--- src/rdm_pkg.sv ---
package rdm_pkg;
    // received character word layout, as held in the receive buffer
    localparam int          DATA_W      = 8;
    localparam int          DATA_LSB    = 0;
    localparam int          PERR_BIT    = 8;
    localparam int          FERR_BIT    = 9;
    localparam int          BRK_BIT     = 10;
    localparam int          ENTRY_W     = 11;
    // receive buffer depth
    localparam int          BUF_DEPTH   = 2;
    // reset values of control state
    localparam logic        RX_EN_RST   = 1'b0;
    localparam logic        TX_BUSY_RST = 1'b0;
    localparam logic        RTS_N_RST   = 1'b1;
    // parity field code for forced parity 0, expected from the host in multidrop use
    localparam logic [2:0]  FORCE_PAR0  = 3'h7;
endpackage

--- src/rdm_stream_if.sv ---
`timescale 1ns/1ps
interface rdm_stream_if #(
    parameter int WIDTH = rdm_pkg::ENTRY_W
);
    logic             valid;
    logic             ready;
    logic [WIDTH-1:0] entry;

    modport src (output valid, output entry, input ready);
    modport snk (input valid, input entry, output ready);
endinterface

--- src/rdm_rx_buf.sv ---
`timescale 1ns/1ps
module rdm_rx_buf #(
    parameter int WIDTH = rdm_pkg::ENTRY_W,
    parameter int DEPTH = rdm_pkg::BUF_DEPTH
) (
    input wire logic    mclk,   // core clock
    input wire logic    rstn,   // async reset, active low
    rdm_stream_if.snk   fill,   // characters from the receive filter
    rdm_stream_if.src   drain   // head of buffer towards the receive fifo
);
    localparam int IW = (DEPTH > 1) ? $clog2(DEPTH) : 1;
    localparam int CW = $clog2(DEPTH + 1);
    localparam logic [IW-1:0] LAST_IDX = IW'(DEPTH - 1);
    localparam logic [CW-1:0] FULL_CNT = CW'(DEPTH);

    logic [WIDTH-1:0] mem [DEPTH];
    logic [IW-1:0]    wr_idx;
    logic [IW-1:0]    rd_idx;
    logic [CW-1:0]    count;
    logic             push;
    logic             pop;

    ////////////////////////////////////////////////////////////////////////////
    // handshakes; an empty buffer shows all-zero status at its head
    assign fill.ready  = (count != FULL_CNT);
    assign drain.valid = (count != '0);
    assign drain.entry = (count != '0) ? mem[rd_idx] : '0;
    assign push        = fill.valid & fill.ready;
    assign pop         = drain.valid & drain.ready;

    // storage; no reset needed, the head is masked while empty
    always_ff @(posedge mclk) begin
        if (push) begin
            mem[wr_idx] <= fill.entry;
        end
    end

    // pointers and occupancy; status of the next word appears after a pop
    always_ff @(posedge mclk or negedge rstn) begin
        if (!rstn) begin
            wr_idx <= '0;
            rd_idx <= '0;
            count  <= '0;
        end else begin
            if (push) begin
                wr_idx <= (wr_idx == LAST_IDX) ? '0 : wr_idx + 1'b1;
            end
            if (pop) begin
                rd_idx <= (rd_idx == LAST_IDX) ? '0 : rd_idx + 1'b1;
            end
            if (push && !pop) begin
                count <= count + 1'b1;
            end else if (pop && !push) begin
                count <= count - 1'b1;
            end
        end
    end

    ////////////////////////////////////////////////////////////////////////////
    empty_zero_a: assert property (@(posedge mclk) disable iff (!rstn)
        !drain.valid |-> drain.entry == '0)
        else $error("status bits not zero while buffer empty");
    order_keep_a: assert property (@(posedge mclk) disable iff (!rstn)
        push && count == '0 |=> drain.valid && drain.entry == $past(fill.entry))
        else $error("stored word not shown at head of empty buffer");
endmodule

--- src/rdm_rs485_ctrl.sv ---
`timescale 1ns/1ps
module rdm_rs485_ctrl (
    input  wire logic       mclk,            // core clock, 40 MHz
    input  wire logic       rstn,            // async reset, active low
    input  wire logic       mcr_rts,         // modem control request-to-send bit
    input  wire logic       hw_flow_en,      // hardware flow control enabled
    input  wire logic       hw_flow_rts_n,   // pin level wanted by flow control
    input  wire logic       auto_dir_en,     // auto direction control enable
    input  wire logic       dir_invert,      // invert auto direction polarity
    input  wire logic       tx_write,        // pulse: host wrote transmit fifo
    input  wire logic       tx_fifo_empty,   // transmit fifo holds nothing
    input  wire logic       tx_shift_empty,  // last bit has left the shifter
    input  wire logic       multidrop_en,    // 9-bit multidrop mode enable
    input  wire logic       special_char_en, // special character detect enable
    input  wire logic [7:0] station_addr,    // second stop flow char, own address
    input  wire logic       lsr_irq_en,      // line status interrupt enable
    input  wire logic       rx_en_wr,        // pulse: host writes receiver enable
    input  wire logic       rx_en_wdata,     // value written with rx_en_wr
    input  wire logic       rx_char_valid,   // pulse: a character was received
    input  wire logic [7:0] rx_char,         // received data bits
    input  wire logic       rx_parity_bit,   // received ninth (parity) bit
    input  wire logic       rx_parity_err,   // parity check result, normal mode
    input  wire logic       rx_frame_err,    // framing error of this character
    input  wire logic       rx_break,        // break seen with this character
    output logic            rx_char_ready,   // buffer can take a character
    output logic            rx_overrun,      // pulse: kept character lost, full
    output logic            out_valid,       // receive fifo word available
    input  wire logic       out_ready,       // receive fifo takes the word
    output logic [7:0]      out_data,        // head character
    output logic            out_perr,        // head parity error / address flag
    output logic            out_ferr,        // head framing error
    output logic            out_brk,         // head break flag
    output logic            rx_enabled,      // receiver enable state
    output logic            line_status_irq, // pulse: address line-status event
    output logic            rts_n            // request-to-send pin, active low
);
    rdm_stream_if #(.WIDTH(rdm_pkg::ENTRY_W)) fill_if ();
    rdm_stream_if #(.WIDTH(rdm_pkg::ENTRY_W)) drain_if ();

    logic tx_busy;
    logic next_tx_busy;
    logic next_rts_n;
    logic is_addr;
    logic addr_match;
    logic auto_mode;
    logic keep;
    logic hw_set;
    logic hw_clr;
    logic perr_val;

    ////////////////////////////////////////////////////////////////////////////
    // transmit activity: a write sets, drained fifo and shifter clear; set wins
    always_comb begin
        next_tx_busy = tx_busy;
        if (tx_write) begin
            next_tx_busy = 1'b1;
        end else if (tx_fifo_empty && tx_shift_empty) begin
            next_tx_busy = 1'b0;
        end
    end

    always_ff @(posedge mclk or negedge rstn) begin
        if (!rstn) begin
            tx_busy <= rdm_pkg::TX_BUSY_RST;
        end else begin
            tx_busy <= next_tx_busy;
        end
    end

    // pin source select; flow control is expected off under auto direction
    always_comb begin
        if (auto_dir_en) begin
            next_rts_n = dir_invert ? next_tx_busy : ~next_tx_busy;
        end else if (hw_flow_en) begin
            next_rts_n = hw_flow_rts_n;
        end else begin
            next_rts_n = ~mcr_rts;
        end
    end

    // registered pin so it never glitches while sources switch
    always_ff @(posedge mclk or negedge rstn) begin
        if (!rstn) begin
            rts_n <= rdm_pkg::RTS_N_RST;
        end else begin
            rts_n <= next_rts_n;
        end
    end

    ////////////////////////////////////////////////////////////////////////////
    // receive filter; host must program forced parity 0 so address reads as perr
    assign is_addr    = multidrop_en & rx_parity_bit;
    assign addr_match = (rx_char == station_addr);
    assign auto_mode  = multidrop_en & special_char_en;

    always_comb begin
        keep     = 1'b1;
        hw_set   = 1'b0;
        hw_clr   = 1'b0;
        perr_val = rx_parity_err;
        if (multidrop_en) begin
            perr_val = rx_parity_bit;
            if (auto_mode) begin
                if (is_addr && addr_match) begin
                    hw_set = rx_char_valid;
                end else if (is_addr) begin
                    hw_clr = rx_char_valid;
                    keep   = 1'b0;
                end else begin
                    keep   = rx_enabled;
                end
            end else begin
                // controller decides per address, so every address is kept
                keep = is_addr | rx_enabled;
            end
        end
    end

    assign fill_if.valid = rx_char_valid & keep;
    assign fill_if.entry = {rx_break, rx_frame_err, perr_val, rx_char};
    assign rx_char_ready = fill_if.ready;

    // receiver enable: address match wins over a host write in the same cycle
    always_ff @(posedge mclk or negedge rstn) begin
        if (!rstn) begin
            rx_enabled <= rdm_pkg::RX_EN_RST;
        end else if (hw_set) begin
            rx_enabled <= 1'b1;
        end else if (hw_clr) begin
            rx_enabled <= 1'b0;
        end else if (rx_en_wr) begin
            rx_enabled <= rx_en_wdata;
        end
    end

    // line status event for each kept address while lsr_irq_en is set; a lost one also flags overrun
    always_ff @(posedge mclk or negedge rstn) begin
        if (!rstn) begin
            line_status_irq <= 1'b0;
            rx_overrun      <= 1'b0;
        end else begin
            line_status_irq <= fill_if.valid & is_addr & lsr_irq_en;
            rx_overrun      <= fill_if.valid & ~fill_if.ready;
        end
    end

    ////////////////////////////////////////////////////////////////////////////
    // two-entry buffer absorbs a receive fifo stall for two characters
    rdm_rx_buf #(
        .WIDTH (rdm_pkg::ENTRY_W),
        .DEPTH (rdm_pkg::BUF_DEPTH)
    ) u_buf (
        .mclk  (mclk),
        .rstn  (rstn),
        .fill  (fill_if),
        .drain (drain_if)
    );

    assign out_valid      = drain_if.valid;
    assign drain_if.ready = out_ready;
    assign out_data       = drain_if.entry[rdm_pkg::DATA_LSB +: rdm_pkg::DATA_W];
    assign out_perr       = drain_if.entry[rdm_pkg::PERR_BIT];
    assign out_ferr       = drain_if.entry[rdm_pkg::FERR_BIT];
    assign out_brk        = drain_if.entry[rdm_pkg::BRK_BIT];

    ////////////////////////////////////////////////////////////////////////////
    rts_manual_a: assert property (@(posedge mclk) disable iff (!rstn)
        !auto_dir_en && !hw_flow_en |=> rts_n == !$past(mcr_rts))
        else $error("pin does not follow modem control bit");
    rts_assert_a: assert property (@(posedge mclk) disable iff (!rstn)
        auto_dir_en && !dir_invert && tx_write |=> !rts_n)
        else $error("pin not driven low after transmit write");
    rts_release_a: assert property (@(posedge mclk) disable iff (!rstn)
        auto_dir_en && !dir_invert && !tx_write && tx_fifo_empty && tx_shift_empty
        |=> rts_n)
        else $error("pin not released after last bit");
    rts_invert_a: assert property (@(posedge mclk) disable iff (!rstn)
        auto_dir_en && dir_invert && tx_write ##1 auto_dir_en && dir_invert && !tx_fifo_empty
        |-> rts_n ##1 rts_n)
        else $error("inverted pin not high while sending");
    md_drop_a: assert property (@(posedge mclk) disable iff (!rstn)
        rx_char_valid && multidrop_en && !special_char_en && !rx_parity_bit && !rx_enabled
        |-> !fill_if.valid)
        else $error("data byte kept while receiver disabled");
    md_addr_a: assert property (@(posedge mclk) disable iff (!rstn)
        rx_char_valid && multidrop_en && !special_char_en && rx_parity_bit && lsr_irq_en
        |-> fill_if.valid && fill_if.entry[rdm_pkg::PERR_BIT] ##1 line_status_irq)
        else $error("address byte not flagged and stored");
    auto_match_a: assert property (@(posedge mclk) disable iff (!rstn)
        rx_char_valid && auto_mode && rx_parity_bit && rx_char == station_addr
        |-> fill_if.valid ##1 rx_enabled)
        else $error("matching address not stored or receiver not enabled");
    auto_miss_a: assert property (@(posedge mclk) disable iff (!rstn)
        rx_char_valid && auto_mode && rx_parity_bit && rx_char != station_addr
        |-> !fill_if.valid ##1 !rx_enabled)
        else $error("mismatching address kept or receiver left on");
    auto_data_a: assert property (@(posedge mclk) disable iff (!rstn)
        rx_char_valid && auto_mode && !rx_parity_bit && !rx_enabled |-> !fill_if.valid)
        else $error("data byte kept in auto mode while disabled");
    host_en_a: assert property (@(posedge mclk) disable iff (!rstn)
        rx_en_wr && !rx_char_valid |=> rx_enabled == $past(rx_en_wdata))
        else $error("host receiver enable write lost");
endmodule

--- config.mk ---
export PLATFORM = sky130hd
export DESIGN_NAME = rdm_rs485_ctrl
export DESIGN_NICKNAME = d
export VERILOG_FILES = /design/src/rdm_pkg.sv /design/src/rdm_stream_if.sv /design/src/rdm_rx_buf.sv /design/src/rdm_rs485_ctrl.sv
export SDC_FILE = /design/constraint.sdc
export NUM_CORES = 1
export LEC_CHECK = 0
export BUFFER_PORTS_ARGS = -buffer_cell sky130_fd_sc_hd__buf_2
export CORE_MARGIN = 2
export CORE_UTILIZATION = 28
export DETAILED_ROUTE_END_ITERATION = 8
export GPL_TIMING_DRIVEN = 0
export PLACE_DENSITY = 0.6
export SYNTH_ARGS = -nofsm -noshare
export SYNTH_HDL_FRONTEND = slang
export SYNTH_SLANG_ARGS = --single-unit
--- constraint.sdc ---
create_clock -name mclk -period 4 [get_ports mclk]
set_clock_uncertainty 0.2 [all_clocks]
set_input_delay 0 -clock mclk [delete_from_list [all_inputs] [get_ports mclk]]
set_output_delay 0 -clock mclk [all_outputs]
set_load 0.05 [all_outputs]
# Yosys cells after proc, flatten, opt, wreduce, memory -nomap -nowiden
# Memory sizes are Yosys's and may differ from the RTL's.
# Index checks and enable logic that the tools add are counted.
word_totals:
  elab_cells: 63
  memories: 1
  output_inout_bits: 17
  latchBits: 0
  ramBits: 22
  mem_bits_ro: 0
  inputBits: 37
  register_bits: 9
op_classes:
  n_lt_le_gt_ge: 0
  bitwise_logic: 12
  addsub: 4
  n_mul: 0
  shifts: 0
  n_reduce_logical: 9
  mux: 27
  div_mod_pow: 0
  n_eq_ne: 2
mem_list:
  columns: ["memory", "words", "width", "read_ports", "rd_ports_with_merged_regs", "write_ports", "line", "rtl"]
  rows:
  - ["u_buf.mem", 2, 11, 1, 0, 1, "rdm_rx_buf.sv:16", "logic [WIDTH-1:0] mem [DEPTH];"]
ops:
  columns: ["op", "count"]
  rows:
  - ["$mux 1", 24]
  - ["$mux 11", 1]
  - ["$and 1x1->1", 8]
  - ["$eq 8x8->1", 1]
  - ["$logic_and 1x1->1", 4]
  - ["$mux 2", 2]
  - ["$reduce_bool 2->1", 2]
  - ["$not 1->1", 3]
  - ["$reduce_bool 3->1", 1]
  - ["$add 1x1->1 const B", 2]
  - ["$add 2x1->2 const B", 1]
  - ["$logic_not 1->1", 2]
  - ["$ne 2x2->1 const B", 1]
  - ["$sub 2x1->2 const B", 1]
  - ["$or 1x1->1", 1]

# Logic depth before layout (Yosys ltp)
# Gate-level depths: netlist of the first run.
logic_depth:
  ltp_word: 11
  mapped_depth: 8
  depth_no_buf: 8

# Modules after synthesis
# From an unflattened synthesis of the first run, not the netlist that was laid out.
unflattened:
  cells_unflattened: 99
  hier_area_um2: 1395.1
by_module_without_submodules:
  columns: ["mod", "area_per_inst_um2", "cells_per_inst", "instances", "seq_area_each_um2"]
  rows:
  - ["rdm_rx_buf", 1029.7, 65, 1, 760.7]
  - ["rdm_rs485_ctrl", 365.4, 34, 1, 126.4]

# Least setup slack after synthesis of the first run
# Ideal clock, no wire load.
synth_path:
  kind: "register to register"
  startpoint: "register rx_enabled"
  endpoint: "memory u_buf.mem[0][0] (netlist name), enable pin"
  stages_incl_launch_ff: 5
  setup_time_ns: 0.393
  setup_slack_ns: 1.420
  synth_period_minus_slack_ns: 2.580
  path_buffers: 0
  required_ns: 3.407
  t_arrival_ns: 1.987
  path_cell_list: "dfrtp_1 nor2_1 o21ai_0 a32oi_1 nor3_1"
synth_via:
  elab_chain_len: 8
  word_cells_on_any_way: 9
  classes_between: "6 x mux; 3 x bitwise"
synth_rtl:
  columns: ["item", "line", "rtl"]
  rows:
  - ["start, declared", "rdm_rs485_ctrl.sv:33", "output logic rx_enabled,"]
  - ["start signal, assigned", "rdm_rs485_ctrl.sv:126", "rx_enabled <= rdm_pkg::RX_EN_RST;"]
  - ["start signal, assigned", "rdm_rs485_ctrl.sv:132", "rx_enabled <= rx_en_wdata;"]
  - ["$mux 1", "rdm_rs485_ctrl.sv:106", "end else if (is_addr) begin"]
  - ["$mux 1", "rdm_rs485_ctrl.sv:104", "if (is_addr && addr_match) begin"]
  - ["$mux 1 *", "rdm_rs485_ctrl.sv:103", "if (auto_mode) begin"]
  - ["$mux 1 *", "rdm_rs485_ctrl.sv:101", "if (multidrop_en) begin"]
  - ["$and 1x1->1 *", "rdm_rs485_ctrl.sv:119", "assign fill_if.valid = rx_char_valid & keep;"]
  - ["$and 1x1->1 *", "rdm_rx_buf.sv:28", "assign push = fill.valid & fill.ready;"]
  - ["$mux 1 *", "rdm_rx_buf.sv:33", "if (push) begin"]
  - ["$mux 1 (not written as such) *", "rdm_rx_buf.sv:34", "mem[wr_idx] <= fill.entry;"]
  - ["end, declared", "rdm_rx_buf.sv:16", null]
# Every way passes the cells marked *; elsewhere a longest branch is shown, timed or not.

# Worst setup path in the final report of the first run
layout_path:
  startpoint: "input port rx_char[3]"
  endpoint: "memory u_buf.mem[1][7] (netlist name), enable pin"
layout_via:
  elab_chain_len: 9
layout_rtl:
  columns: ["item", "line", "rtl"]
  rows:
  - ["start, declared", "rdm_rs485_ctrl.sv:20", "input wire logic [7:0] rx_char,"]
  - ["$eq 8x8->1", "rdm_rs485_ctrl.sv:93", "assign addr_match = (rx_char == station_addr);"]
  - ["$logic_and 1x1->1", "rdm_rs485_ctrl.sv:104", null]
  - ["$mux 1", "rdm_rs485_ctrl.sv:104", null]
  - ["$mux 1", "rdm_rs485_ctrl.sv:103", null]
  - ["$mux 1", "rdm_rs485_ctrl.sv:101", null]
  - ["$and 1x1->1", "rdm_rs485_ctrl.sv:119", null]
  - ["$and 1x1->1", "rdm_rx_buf.sv:28", null]
  - ["$mux 1", "rdm_rx_buf.sv:33", null]
  - ["$mux 1 (not written as such)", "rdm_rx_buf.sv:34", null]
# Every way passes these cells.

==> results of run 1 <==
==> per-layer routing <==
layer  track usage  share of wire  wire length (µm)
met4        0.0351          0.010                31
met1         0.133           0.44              1370
met5             0              0                 0
met3        0.0476          0.083               257
met2         0.203           0.46              1430
==> cell usage after synthesis <==
library cell and n:
dfrtp_1 8, nand4_1 2, a32oi_1 1, nand3b_1 1, nand4b_1 1, inv_1 3
clkbuf_1 1, a21oi_1 3, xor2_1 11, a21o_1 1, mux2i_1 11, nor2b_1 1
edfxtp_1 22, nor2_1 17, a211oi_1 3, o21ai_1 1, xnor2_1 2, nor2b_4 1
buf_2 1, dfstp_2 1, nor4_4 2, mux2_2 2, o21ai_0 1, ha_1 1
and2_1 1, nor3_1 2, nand2_1 4, and3_1 2
==> worst max path at each step <==
stage / cells past startpoint / slack [ns] / endpoint
CTS: 6 / 1.40 / u_buf.mem[0][4]$_DFFE_PP_
detailed placement: 5 / 1.65 / u_buf.mem[0][9]$_DFFE_PP_
finish: 6 / 1.44 / u_buf.mem[1][7]$_DFFE_PP_
global route: 6 / 1.26 / u_buf.mem[1][4]$_DFFE_PP_
global placement: 4 / 1.16 / u_buf.mem[1][9]$_DFFE_PP_
floorplan: 4 / 1.42 / u_buf.mem[0][0]$_DFFE_PP_
==> area by class of cell <==
class	count	area share
sequential	31	0.410
timing repair buffer	80	0.247
multi-input combinational	71	0.246
tap	67	0.0387
clock buffer	5	0.0318
clock inverter	3	0.0179
inverter	3	0.00520
buffer	2	0.00404
==> state kept, by name (all words and copies together) (netlist names) <==
name,cells
rx_overrun,1
line_status_irq,1
u_buf.mem,22
rts_n,1
u_buf.count,2
u_buf.rd_idx,1
tx_busy,1
rx_enabled,1
u_buf.wr_idx,1
==> power by group through the flow <==
| stage | Sequential (mW) | Combinational, mW | Clock [mW] |
|---|---|---|---|
| final | 0.458 | 0.674 | 0.292 |
| after CTS | 0.458 | 0.683 | 0.304 |
| after detailed placement | 0.463 | 0.661 | 0 |
| after floorplan | 0.473 | 0.493 | 0 |
| after global placement | 0.463 | 0.654 | 0 |
| after global routing | 0.465 | 0.727 | 0.315 |
==> per-stage QoR <==
step	hold slack, ns	util	area [µm²]	power (mW)	instances
after floorplan	-0.496	-	1430	0.966	107
after global placement	-0.332	0.369	1780	1.12	227
after detailed placement	-0.328	0.371	1790	1.12	227
after CTS	0.108	0.450	2170	1.44	262
after global routing	0.168	0.450	2170	1.51	262
final	0.118	0.450	2170	1.42	262
==> worst reg2reg max path, stage by stage, from the launching register on <==
cell     delay (ns)
dfrtp_1        0.38
nor2_1         0.08
o21ai_0        0.32
a32oi_1        0.20
nor3_2         0.75
==> layout by cell type, fill, tap and decap left out, types with 3 or more instances in the layout <==
cell,Yosys,layout
buf_2,1,54
dlygate4sd3_1,0,27
edfxtp_1,22,22
nor2_1,17,17
mux2i_1,11,11
xor2_1,11,11
dfrtp_1,8,8
clkbuf_8,0,5
nand2_1,4,4
inv_1,3,3
a21oi_1,3,3
a211oi_1,3,3
==> cell families after synthesis <==
family | Yosys count | synth area share
DFF | 31 | 0.621
muxes | 13 | 0.0928
buffers and inverters | 5 | 0.0140
adders and majority gates | 1 | 0.00876
xor gates and xnor gates | 13 | 0.0797
AOI/OAI and AO/OA | 10 | 0.0447
and+or+nand+nor | 34 | 0.139
==> out/qor.yml, run 1 <==
clock_network:
  cts_buffers: 5
  cts_setup_buffers: 0
  clockBufferDepth: 2
  htreeDepth: 2
  cts_tree: "built"
  cts_hold_buf: 27
  worstSkewPairLatency_ns: 0.28
  path_clk_slew_ns: 0.07
  cts_sinks: 31
  cts_root_buf: "clkbuf_8"
  cts_resized: 0
job:
  cap_violations: 0
pwr:
  clockPowerShare: 0.205
  swShare: 0.438
  pwr-share-seq: 0.322
  p_int_mw: 0.801
  switchingPower_mw: 0.623
  power_density_nw_per_um2: 657
  p_leak_nw: 0.939
  peakVddDrop_uv: 254
  comb_power_share: 0.473
routing:
  wl_per_cell_um: 11.8
  wirelength_um: 3090
  vias_per_cell: 4.22
  postRouteAntennaNets: 0
  drt_iter0_drc: 66
  drc: 0
  drtPass1Iterations: 4
  num_vias: 1105
hold_path:
  hold_depth: 5
  hold_start: "station_addr[1]"
  hold_path_class: "in -> reg"
  min_to: "u_buf.wr_idx$_DFFE_PN0P_"
critical_path:
  cp_num_buf_inv: 2
  ff2ff_path_depth: 4
  slowest_stage: "nor3_2"
  r2r-end: "u_buf.mem[1][7]$_DFFE_PP_"
  cp.arrival_ns: 2.26
  cp_cell_sequence: "dlygate4sd3_1 > buf_2 > xor2_1 > nor4_4 > a32oi_1 > nor3_2"
  end_kind: "flip-flop"
  required_ns: 3.70
  rr_startpoint: "rx_enabled$_DFFE_PN0P_"
  critPathMaxFanout: 11
  slowest_delay_ns: 0.75
  reg2reg_slack_ns: 1.70
  crit_path_start: "rx_char[3]"
  start_kind: "input port"
  cp_top_family: "simple AND/OR/NAND/NOR gates"
  timing_worst_setup_path_type: "in -> reg"
synthesis:
  synth_area_um2: 1430
  ys.warnings.count: 0
  synth_top_cell_area_share: 0.462
  synth_top_area_cell: "edfxtp_1"
  synth_area_leaders: "edfxtp_1, dfrtp_1, mux2i_1"
  synth_fp_nets: 145
  synth_cells: 107
  ys_seq_area_frac: 0.621
  synth_cell_type_count: 28
  ys_seq_elements: 31
  syn_area_per_cell_um2: 13.4
run_status:
  status: "finished clean"
placement:
  dpl.hpwl_um: 2110
  port_buffers: 53
  gp_congestion: 0.670
  place_ws_ns: 1.65
layout:
  regArea_um2: 887
  drive_above_1_share: 0.354
  diodes: 0
  area_growth_pct: 51.6
  fill_cells: 473
  final_nets: 232
  multiInputGateArea_um2: 532
global_routing:
  track_usage: 0.117
  grt_first_pass_wirelength_um: 4800
  grt_antenna_before_repair: 0
  grt_max_degree: 12
  grt-ovfl-total: 0
  grt_pass1_vias: 1142
timing:
  tns_ns: 0
  relSlewSlack: 0.382
  max_freq_mhz: 391
  drv_slew: 0
  rsz0062_at_grt: "false"
  fin_crit_sh: 0.640
  setup_viol: 0
  worst_pin_slew_ns: 0.922
  finalHoldViolCount: 0
  fin_ws_ns: 1.44
  period_minus_slack_ns: 2.56
floorplanning:
  start_util: 0.297
  die_w_um: 75.4
  core-area_um2: 4820
  fp.dieH_um: 75.4
  ios: 54
  rows: 25
  die_area_um2: 5690
Power figures use the tool's default switching activity.
==> run 2, diff against run 1 <==
--- a/config.mk
+++ b/config.mk
@@ -5,6 +5,7 @@
 export SDC_FILE = /design/constraint.sdc
 export NUM_CORES = 1
 export LEC_CHECK = 0
+export ABC_AREA = 1
 export BUFFER_PORTS_ARGS = -buffer_cell sky130_fd_sc_hd__buf_2
 export CORE_MARGIN = 2
 export CORE_UTILIZATION = 28
==> constraint.sdc (replaced) <==
create_clock -name mclk -period 2.45 [get_ports mclk]
set_clock_uncertainty 0.2 [all_clocks]
set_input_delay 0 -clock mclk [delete_from_list [all_inputs] [get_ports mclk]]
set_output_delay 0 -clock mclk [all_outputs]
set_load 0.05 [all_outputs]
==> run 2 against run 1 <==
Global-route usage grew 1.2 points. Core utilization up 0.11 points. Largest power group unchanged. Clock power increased by 25%. Synthesized area is 1.1% lower. Worst hold slack got worse by 0.0099 ns. Final area shrank 0.40%. Non-clock buffer count grew 5.
==> out/qor.yml, run 2 <==
global_routing:
  grt_max_degree: 12  # unchanged
  grt-ovfl-total: 0  # unchanged
  grt_antenna_before_repair: 0  # unchanged
  track_usage: 0.130  # +0.0124
  grt_first_pass_wirelength_um: 5360  # +12%
  grt_pass1_vias: 1247  # +9.2%
floorplanning:
  fp.dieH_um: 75.1  # -0.50%
  rows: 25  # unchanged
  ios: 54  # unchanged
  start_util: 0.295  # -0.00120
  die_w_um: 75.1  # -0.50%
  core-area_um2: 4790  # -0.65%
  die_area_um2: 5630  # -0.99%
clock_network:
  worstSkewPairLatency_ns: 0.27  # about the same
  cts_sinks: 31  # unchanged
  cts_setup_buffers: 0  # unchanged
  cts_root_buf: "clkbuf_8"
  cts_tree: "built"
  path_clk_slew_ns: 0.06  # about the same
  clockBufferDepth: 2  # unchanged
  cts_buffers: 5  # unchanged
  htreeDepth: 2  # unchanged
synthesis:
  synth_top_area_cell: "edfxtp_1"
  synth_edf_count: 22  # unchanged
  synth_cells: 148  # +38%
  synth_fp_nets: 186  # +28%
  synth_cell_type_count: 21  # -25%
  synth-main-ff-cell: "edfxtp_1"
  synthArstFlopShare: 0.290  # unchanged
  ys.warnings.count: 0  # unchanged
  synth_top_cell_area_share: 0.467  # +0.00491
  yosysMostFrequentCell: "nand2_1"
  synthTopCellsByCount: "nand2_1, edfxtp_1, inv_1, a21oi_1"
  synth_area_leaders: "edfxtp_1, dfrtp_1, nand2_1"
  ys_seq_elements: 31  # unchanged
  syn_area_per_cell_um2: 9.55  # -28%
  synth_area_um2: 1410  # -1.1%
  ys_seq_area_frac: 0.627  # +0.00659
critical_path:
  start_kind: "input port"
  path_common_cell: "dlygate4sd3_1"
  end_kind: "flip-flop"
  cp_top_family: "buffers and inverters"
  critPathMaxFanout: 4  # -7
  cp.arrival_ns: 2.22  # -0.04 ns
  timing_worst_setup_path_type: "in -> reg"
  cp_num_buf_inv: 4  # +2
  slowest_stage: "dlygate4sd3_1"
  required_ns: 2.40  # -1.30 ns
  cp_cell_sequence: "dlygate4sd3_1 > buf_2 > nand2_1 > nor2_2 > nand2_1 > o211ai_1 > dlygate4sd3_1 > o21ai_0 > dlygate4sd3_1"
  slowest_delay_ns: 0.57  # -0.18 ns
timing:
  fin_crit_sh: 0.927
  drv_slew: 0  # unchanged
  setup_viol: 0  # unchanged
  max_freq_mhz: 440
  tns_ns: 0  # unchanged
  worst_pin_slew_ns: 0.583  # -0.339 ns
  finalHoldViolCount: 0  # unchanged
  rsz0062_at_grt: "false"
  period_minus_slack_ns: 2.27
  relSlewSlack: 0.611  # +0.229
routing:
  postRouteAntennaNets: 0  # unchanged
  drtPass1Iterations: 4  # unchanged
  num_vias: 1275  # +15%
  vias_per_cell: 4.15  # -1.5%
  drc: 0  # unchanged
  drt_iter0_drc: 16  # -76%
  wirelength_um: 3250  # +5.3%
  wl_per_cell_um: 10.6  # -10%
pwr:
  swShare: 0.473  # +0.0353
  comb_power_share: 0.506  # +0.033
  clockPowerShare: 0.164  # -0.041
  p_leak_nw: 1.02  # +8.7%
  pwr-share-seq: 0.330  # +0.008
  p_int_mw: 1.17  # +47%
  peakVddDrop_uv: 481  # +89%
  switchingPower_mw: 1.05  # +69%
  power_density_nw_per_um2: 1030  # +57%
placement:
  placed_area_um2: 1760  # -1.4%
  gp_congestion: 0.685  # +2.3%
  dpl.hpwl_um: 2210  # +4.5%
  port_buffers: 53  # unchanged
layout:
  finish.instance_area_um2: 2160  # -0.40%
  fill_cells: 473  # unchanged
  drive_above_1_share: 0.271  # -0.0830
  diodes: 0  # unchanged
  largest_register: "u_buf.mem"
  final_nets: 277  # +19%
  layout_commonest_cell: "buf_2"
  top_regs: "u_buf.mem: 22 flops, u_buf.count: 2 flops"
  area_growth_pct: 52.6
  layout_common_cells: "buf_2, nand2_1, dlygate4sd3_1, edfxtp_1, inv_1"
  largest_register_ffs: 22  # unchanged
job:
  cap_violations: 0  # unchanged
hold_path:
  hold_path_class: "in -> reg"
run_status:
  status: "finished clean"
run 2: cell types whose count changed in the layout (fill, tap and decap cells not counted), moves of 10 or more:
cell,previous run,this run
a21oi_1,3,14
inv_1,3,20
mux2i_1,11,0
nand2_1,4,53
nor2_1,17,7
xor2_1,11,1
run 2: logic make-up (layout without fill, tap and decap cells):
kind of cell,count (synthesis),after routing,synth area share
and+or+nand+nor,67,67,0.190
adders and majority gates,1,1,0.00885
xor gates and xnor gates,6,6,0.0372
AOI/OAI and AO/OA,20,20,0.0743
DFF,31,31,0.627
buffers and inverters,23,115,0.0619
run 2: metrics by stage:
stage               instances  total power [mW]  hold WS, ns  utilization  setup WS (ns)
floorplan                 148              1.56       -0.496            -          0.378
global placement          268              1.83       -0.336        0.368          0.229
detailed placement        268              1.84       -0.332        0.368          0.221
CTS                       307              2.25       0.0760        0.450         0.0346
global route              307              2.37        0.136        0.451         0.0812
finish                    307              2.23        0.108        0.451          0.179
run 2: path summary, 6_finish.rpt:
path                                             from                          to  slack, ns  depth (start not counted)
max                                      multidrop_en      rx_enabled$_DFFE_PN0P_       0.18                          9
min                                     rx_parity_bit    u_buf.wr_idx$_DFFE_PN0P_       0.11                          6
max reg2reg                         tx_busy$_DFF_PN0_             rts_n$_DFF_PN1_       0.23                          7
min reg2reg                u_buf.count[1]$_DFFE_PN0P_  u_buf.count[1]$_DFFE_PN0P_       0.29                          1
max in group asynchronous                        rstn    u_buf.rd_idx$_DFFE_PN0P_       0.66                          4
min in group asynchronous                        rstn             rts_n$_DFF_PN1_       0.59                          3
run 2: worst reg2reg max path: cells and delay by family (launching register included):
kind	cells	cell delay, ns
flip-flops	1	0.36
buffers and inverters	3	1.18
AND/OR/NAND/NOR	1	0.09
AO/OA/AOI/OAI	3	0.34
run 2: power groups by stage:
stage,Sequential [mW],Combinational [mW],Clock [mW]
3_5_place_dp,0.747,1.09,0
3_3_place_gp,0.745,1.08,0
6_report,0.736,1.13,0.365
4_1_cts,0.737,1.14,0.374
2_1_floorplan,0.766,0.798,0
5_1_grt,0.751,1.23,0.392
run 2: layer usage:
layer	track usage	wire length, µm	part of all wire	up-vias
li1	-	-	-	655
met1	0.139	1320	0.40	588
met2	0.242	1750	0.54	27
met3	0.0268	131	0.040	5
met4	0.0595	57	0.018	0
met5	0	0	0	-
run 2: repair_timing:
action,in CTS,in global routing
endpoints found under the hold margin,38,0
setup endpoints to repair,0,11
hold buffers,31,0
gates resized for setup,0,1
run 2: cell type report:
| class | count | area [µm²] | share of cell area |
|---|---|---|---|
| inverter | 20 | 75.1 | 0.0348 |
| clock buffer | 6 | 72.6 | 0.0336 |
| multi-input combinational | 94 | 442 | 0.205 |
| clock inverter | 2 | 8.76 | 0.00406 |
| buffer | 3 | 12.5 | 0.00580 |
| timing repair buffer | 84 | 576 | 0.267 |
| sequential | 31 | 887 | 0.411 |
| tap | 67 | 83.8 | 0.0389 |
==> run 3, diff against run 2 <==
--- a/config.mk
+++ b/config.mk
@@ -8,10 +8,10 @@
 export ABC_AREA = 1
 export BUFFER_PORTS_ARGS = -buffer_cell sky130_fd_sc_hd__buf_2
 export CORE_MARGIN = 2
-export CORE_UTILIZATION = 28
+export CORE_UTILIZATION = 48
 export DETAILED_ROUTE_END_ITERATION = 8
 export GPL_TIMING_DRIVEN = 0
-export PLACE_DENSITY = 0.6
+export PLACE_DENSITY = 0.88
 export SYNTH_ARGS = -nofsm -noshare
 export SYNTH_HDL_FRONTEND = slang
 export SYNTH_SLANG_ARGS = --single-unit
==> constraint.sdc (replaced) <==
create_clock -name mclk -period 2.6 [get_ports mclk]
set_clock_uncertainty 0.2 [all_clocks]
set_input_delay 0 -clock mclk [delete_from_list [all_inputs] [get_ports mclk]]
set_output_delay 0 -clock mclk [all_outputs]
set_load 0.05 [all_outputs]
==> run 3 against run 2 <==
Combinational power is 4% lower. Final area is 3.7% lower. Flip-flop and latch count stayed put. Worst setup slack better by 0.063 ns. Routed wire length is 14% higher. Clock power is 28% lower. Critical endpoint is now u_buf.mem[1][3]$_DFFE_PP_. Largest power group unchanged. Highest routed layer unchanged.
==> out/qor.yml, run 3 (same netlist as run 2, synthesis figures left out) <==
global_routing:
  grt_first_pass_wirelength_um: 6070  # +13%
  grt-ovfl-total: 0  # unchanged
  track_usage: 0.245  # +0.115
  grt_antenna_before_repair: 0  # unchanged
  grt_max_degree: 12  # unchanged
  grt_pass1_vias: 1432  # +15%
layout:
  area_growth_pct: 47.0
  drive_above_1_share: 0.267  # -0.00417
  layout_common_cells: "buf_2, nand2_1, dlygate4sd3_1, edfxtp_1, inv_1"
  final_nets: 277  # unchanged
  diodes: 0  # unchanged
  fill_cells: 181  # -62%
  largest_register: "u_buf.mem"
  top_regs: "u_buf.mem: 22 flops, u_buf.count: 2 flops"
  largest_register_ffs: 22  # unchanged
  layout_commonest_cell: "buf_2"
  finish.instance_area_um2: 2080  # -3.7%
floorplanning:
  fp.dieH_um: 58.3  # -22%
  core-area_um2: 2780  # -42%
  die_area_um2: 3400  # -40%
  rows: 19  # -24%
  ios: 54  # unchanged
  start_util: 0.508  # +0.213
  die_w_um: 58.3  # -22%
critical_path:
  cp.depth: 11  # +2
  critPathMaxFanout: 11  # +7
  rr_startpoint: "tx_busy$_DFF_PN0_"
  cp_num_buf_inv: 2  # -2
  cp.arrival_ns: 2.10  # -0.12 ns
  required_ns: 2.34  # -0.06 ns
  r2r-end: "rts_n$_DFF_PN1_"
  slowest_delay_ns: 0.70  # +0.13 ns
  slowest_stage: "nor2_1"
  start_kind: "input port"
  path_common_cell: "nand2_1"
  end_kind: "flip-flop"
  timing_worst_setup_path_type: "in -> reg"
  ff2ff_path_depth: 7  # unchanged
  cp_cell_sequence: "dlygate4sd3_1 > buf_2 > xnor2_1 > nand2_1 > nor2_1 > nand2_1 > nand2_1 > nand2_1 > nand2_2 > nand3_2 > nor2_1"
  cp_top_family: "simple AND/OR/NAND/NOR gates"
  reg2reg_slack_ns: 0.29  # +0.06 ns
hold_path:
  hold_path_class: "in -> reg"
  hold_depth: 6  # unchanged
  min_to: "u_buf.wr_idx$_DFFE_PN0P_"
  hold_start: "rx_parity_bit"
routing:
  num_vias: 1339  # +5.0%
  drc: 0  # unchanged
  wl_per_cell_um: 13.7  # +29%
  drt_iter0_drc: 56  # +40
  postRouteAntennaNets: 0  # unchanged
  wirelength_um: 3700  # +14%
  vias_per_cell: 4.94  # +19%
  drtPass1Iterations: 4  # unchanged
timing:
  max_freq_mhz: 424
  worst_pin_slew_ns: 0.906  # +0.323 ns
  drv_slew: 0  # unchanged
  finalHoldViolCount: 0  # unchanged
  relSlewSlack: 0.394  # -0.217
  rsz0062_at_grt: "false"
  period_minus_slack_ns: 2.36
  tns_ns: 0  # unchanged
  setup_viol: 0  # unchanged
  fin_crit_sh: 0.907
pwr:
  comb_power_share: 0.529  # +0.023
  peakVddDrop_uv: 993  # +110%
  swShare: 0.496  # +0.0227
  pwr-share-seq: 0.343  # +0.013
  clockPowerShare: 0.128  # -0.036
  p_int_mw: 1.03  # -12%
  switchingPower_mw: 1.01  # -4.2%
  power_density_nw_per_um2: 981  # -5.1%
  p_leak_nw: 1.01  # -1.3%
placement:
  port_buffers: 53  # unchanged
  gp_congestion: 0.734  # +7.1%
  placed_area_um2: 1720  # -2.6%
  dpl.hpwl_um: 2170  # -1.6%
clock_network:
  cts_resized: 0  # unchanged
  htreeDepth: 2  # unchanged
  cts_sinks: 31  # unchanged
  path_clk_slew_ns: 0.09  # +0.03 ns
  clockBufferDepth: 2  # unchanged
  worstSkewPairLatency_ns: 0.33  # +0.06 ns
  cts_tree: "built"
  cts_root_buf: "clkbuf_4"
  cts_buffers: 5  # unchanged
run_status:
  status: "finished clean"
job:
  cap_violations: 0  # unchanged
==> run 3: changes by cell type in the layout (fill, tap and decap cells not counted), sizes merged <==
cell / change
clkbuf: +1
clkinv: -1
==> run 3: worst max path at each step <==
stage	to	startpoint	slack [ns]
after floorplan	u_buf.mem[1][0]$_DFFE_PP_	rx_enabled$_DFFE_PN0P_	0.53
after global placement	u_buf.mem[1][7]$_DFFE_PP_	rx_char[5]	0.51
after detailed placement	u_buf.mem[1][7]$_DFFE_PP_	rx_char[3]	0.48
after CTS	u_buf.mem[1][3]$_DFFE_PP_	rx_char[3]	0.26
after global routing	u_buf.mem[1][3]$_DFFE_PP_	rx_char[7]	0.04
final	u_buf.mem[1][3]$_DFFE_PP_	rx_char[3]	0.24
==> run 3: power by group through the flow <==
| stage | clock [mW] | sequential, mW | combinational [mW] |
|---|---|---|---|
| after floorplan | 0 | 0.722 | 0.752 |
| after global placement | 0 | 0.702 | 0.998 |
| after detailed placement | 0 | 0.705 | 1.02 |
| after CTS | 0.260 | 0.695 | 1.06 |
| after global routing | 0.282 | 0.707 | 1.15 |
| final | 0.261 | 0.699 | 1.08 |
==> run 3: per-layer routing <==
layer | share of wire | vias up | track usage
met4 | 0.030 | 0 | 0.106
li1 | - | 657 | -
met3 | 0.073 | 12 | 0.0714
met5 | 0 | - | 0
met2 | 0.52 | 71 | 0.446
met1 | 0.37 | 599 | 0.258
==> run 3: worst reg2reg max path: cells and delay by family, from the launching register on <==
family                 cells  cell delay [ns]
DFF                        1             0.39
and+or+nand+nor            1             0.13
buffers and inverters      3             1.19
AOI/OAI and AO/OA          3             0.33
==> run 3: area by class of cell <==
class / count / area, µm² / area share
timing repair buffer: 84 / 576 / 0.277
multi-input combinational: 94 / 439 / 0.211
tap: 31 / 38.8 / 0.0187
clock buffer: 7 / 45.0 / 0.0217
sequential: 31 / 887 / 0.427
clock inverter: 1 / 5.00 / 0.00241
buffer: 3 / 12.5 / 0.00602
inverter: 20 / 75.1 / 0.0361
==> run 3: repair_timing <==
action                    in CTS  in global routing
setup buffers                  0                  0
hold endpoints to repair      39                  0
hold buffers                  31                  0
==> run 3: through the flow <==
stage          std cells  hold slack (ns)  setup WS [ns]  total power [mW]  utilization
3_3_place_gp         232           -0.344          0.508              1.70        0.618
5_1_grt              271            0.139         0.0404              2.14        0.747
6_report             271            0.125          0.242              2.04        0.747
2_1_floorplan        148           -0.496          0.528              1.47            -
3_5_place_dp         232           -0.344          0.482              1.73        0.618
4_1_cts              271           0.0177          0.259              2.02        0.747
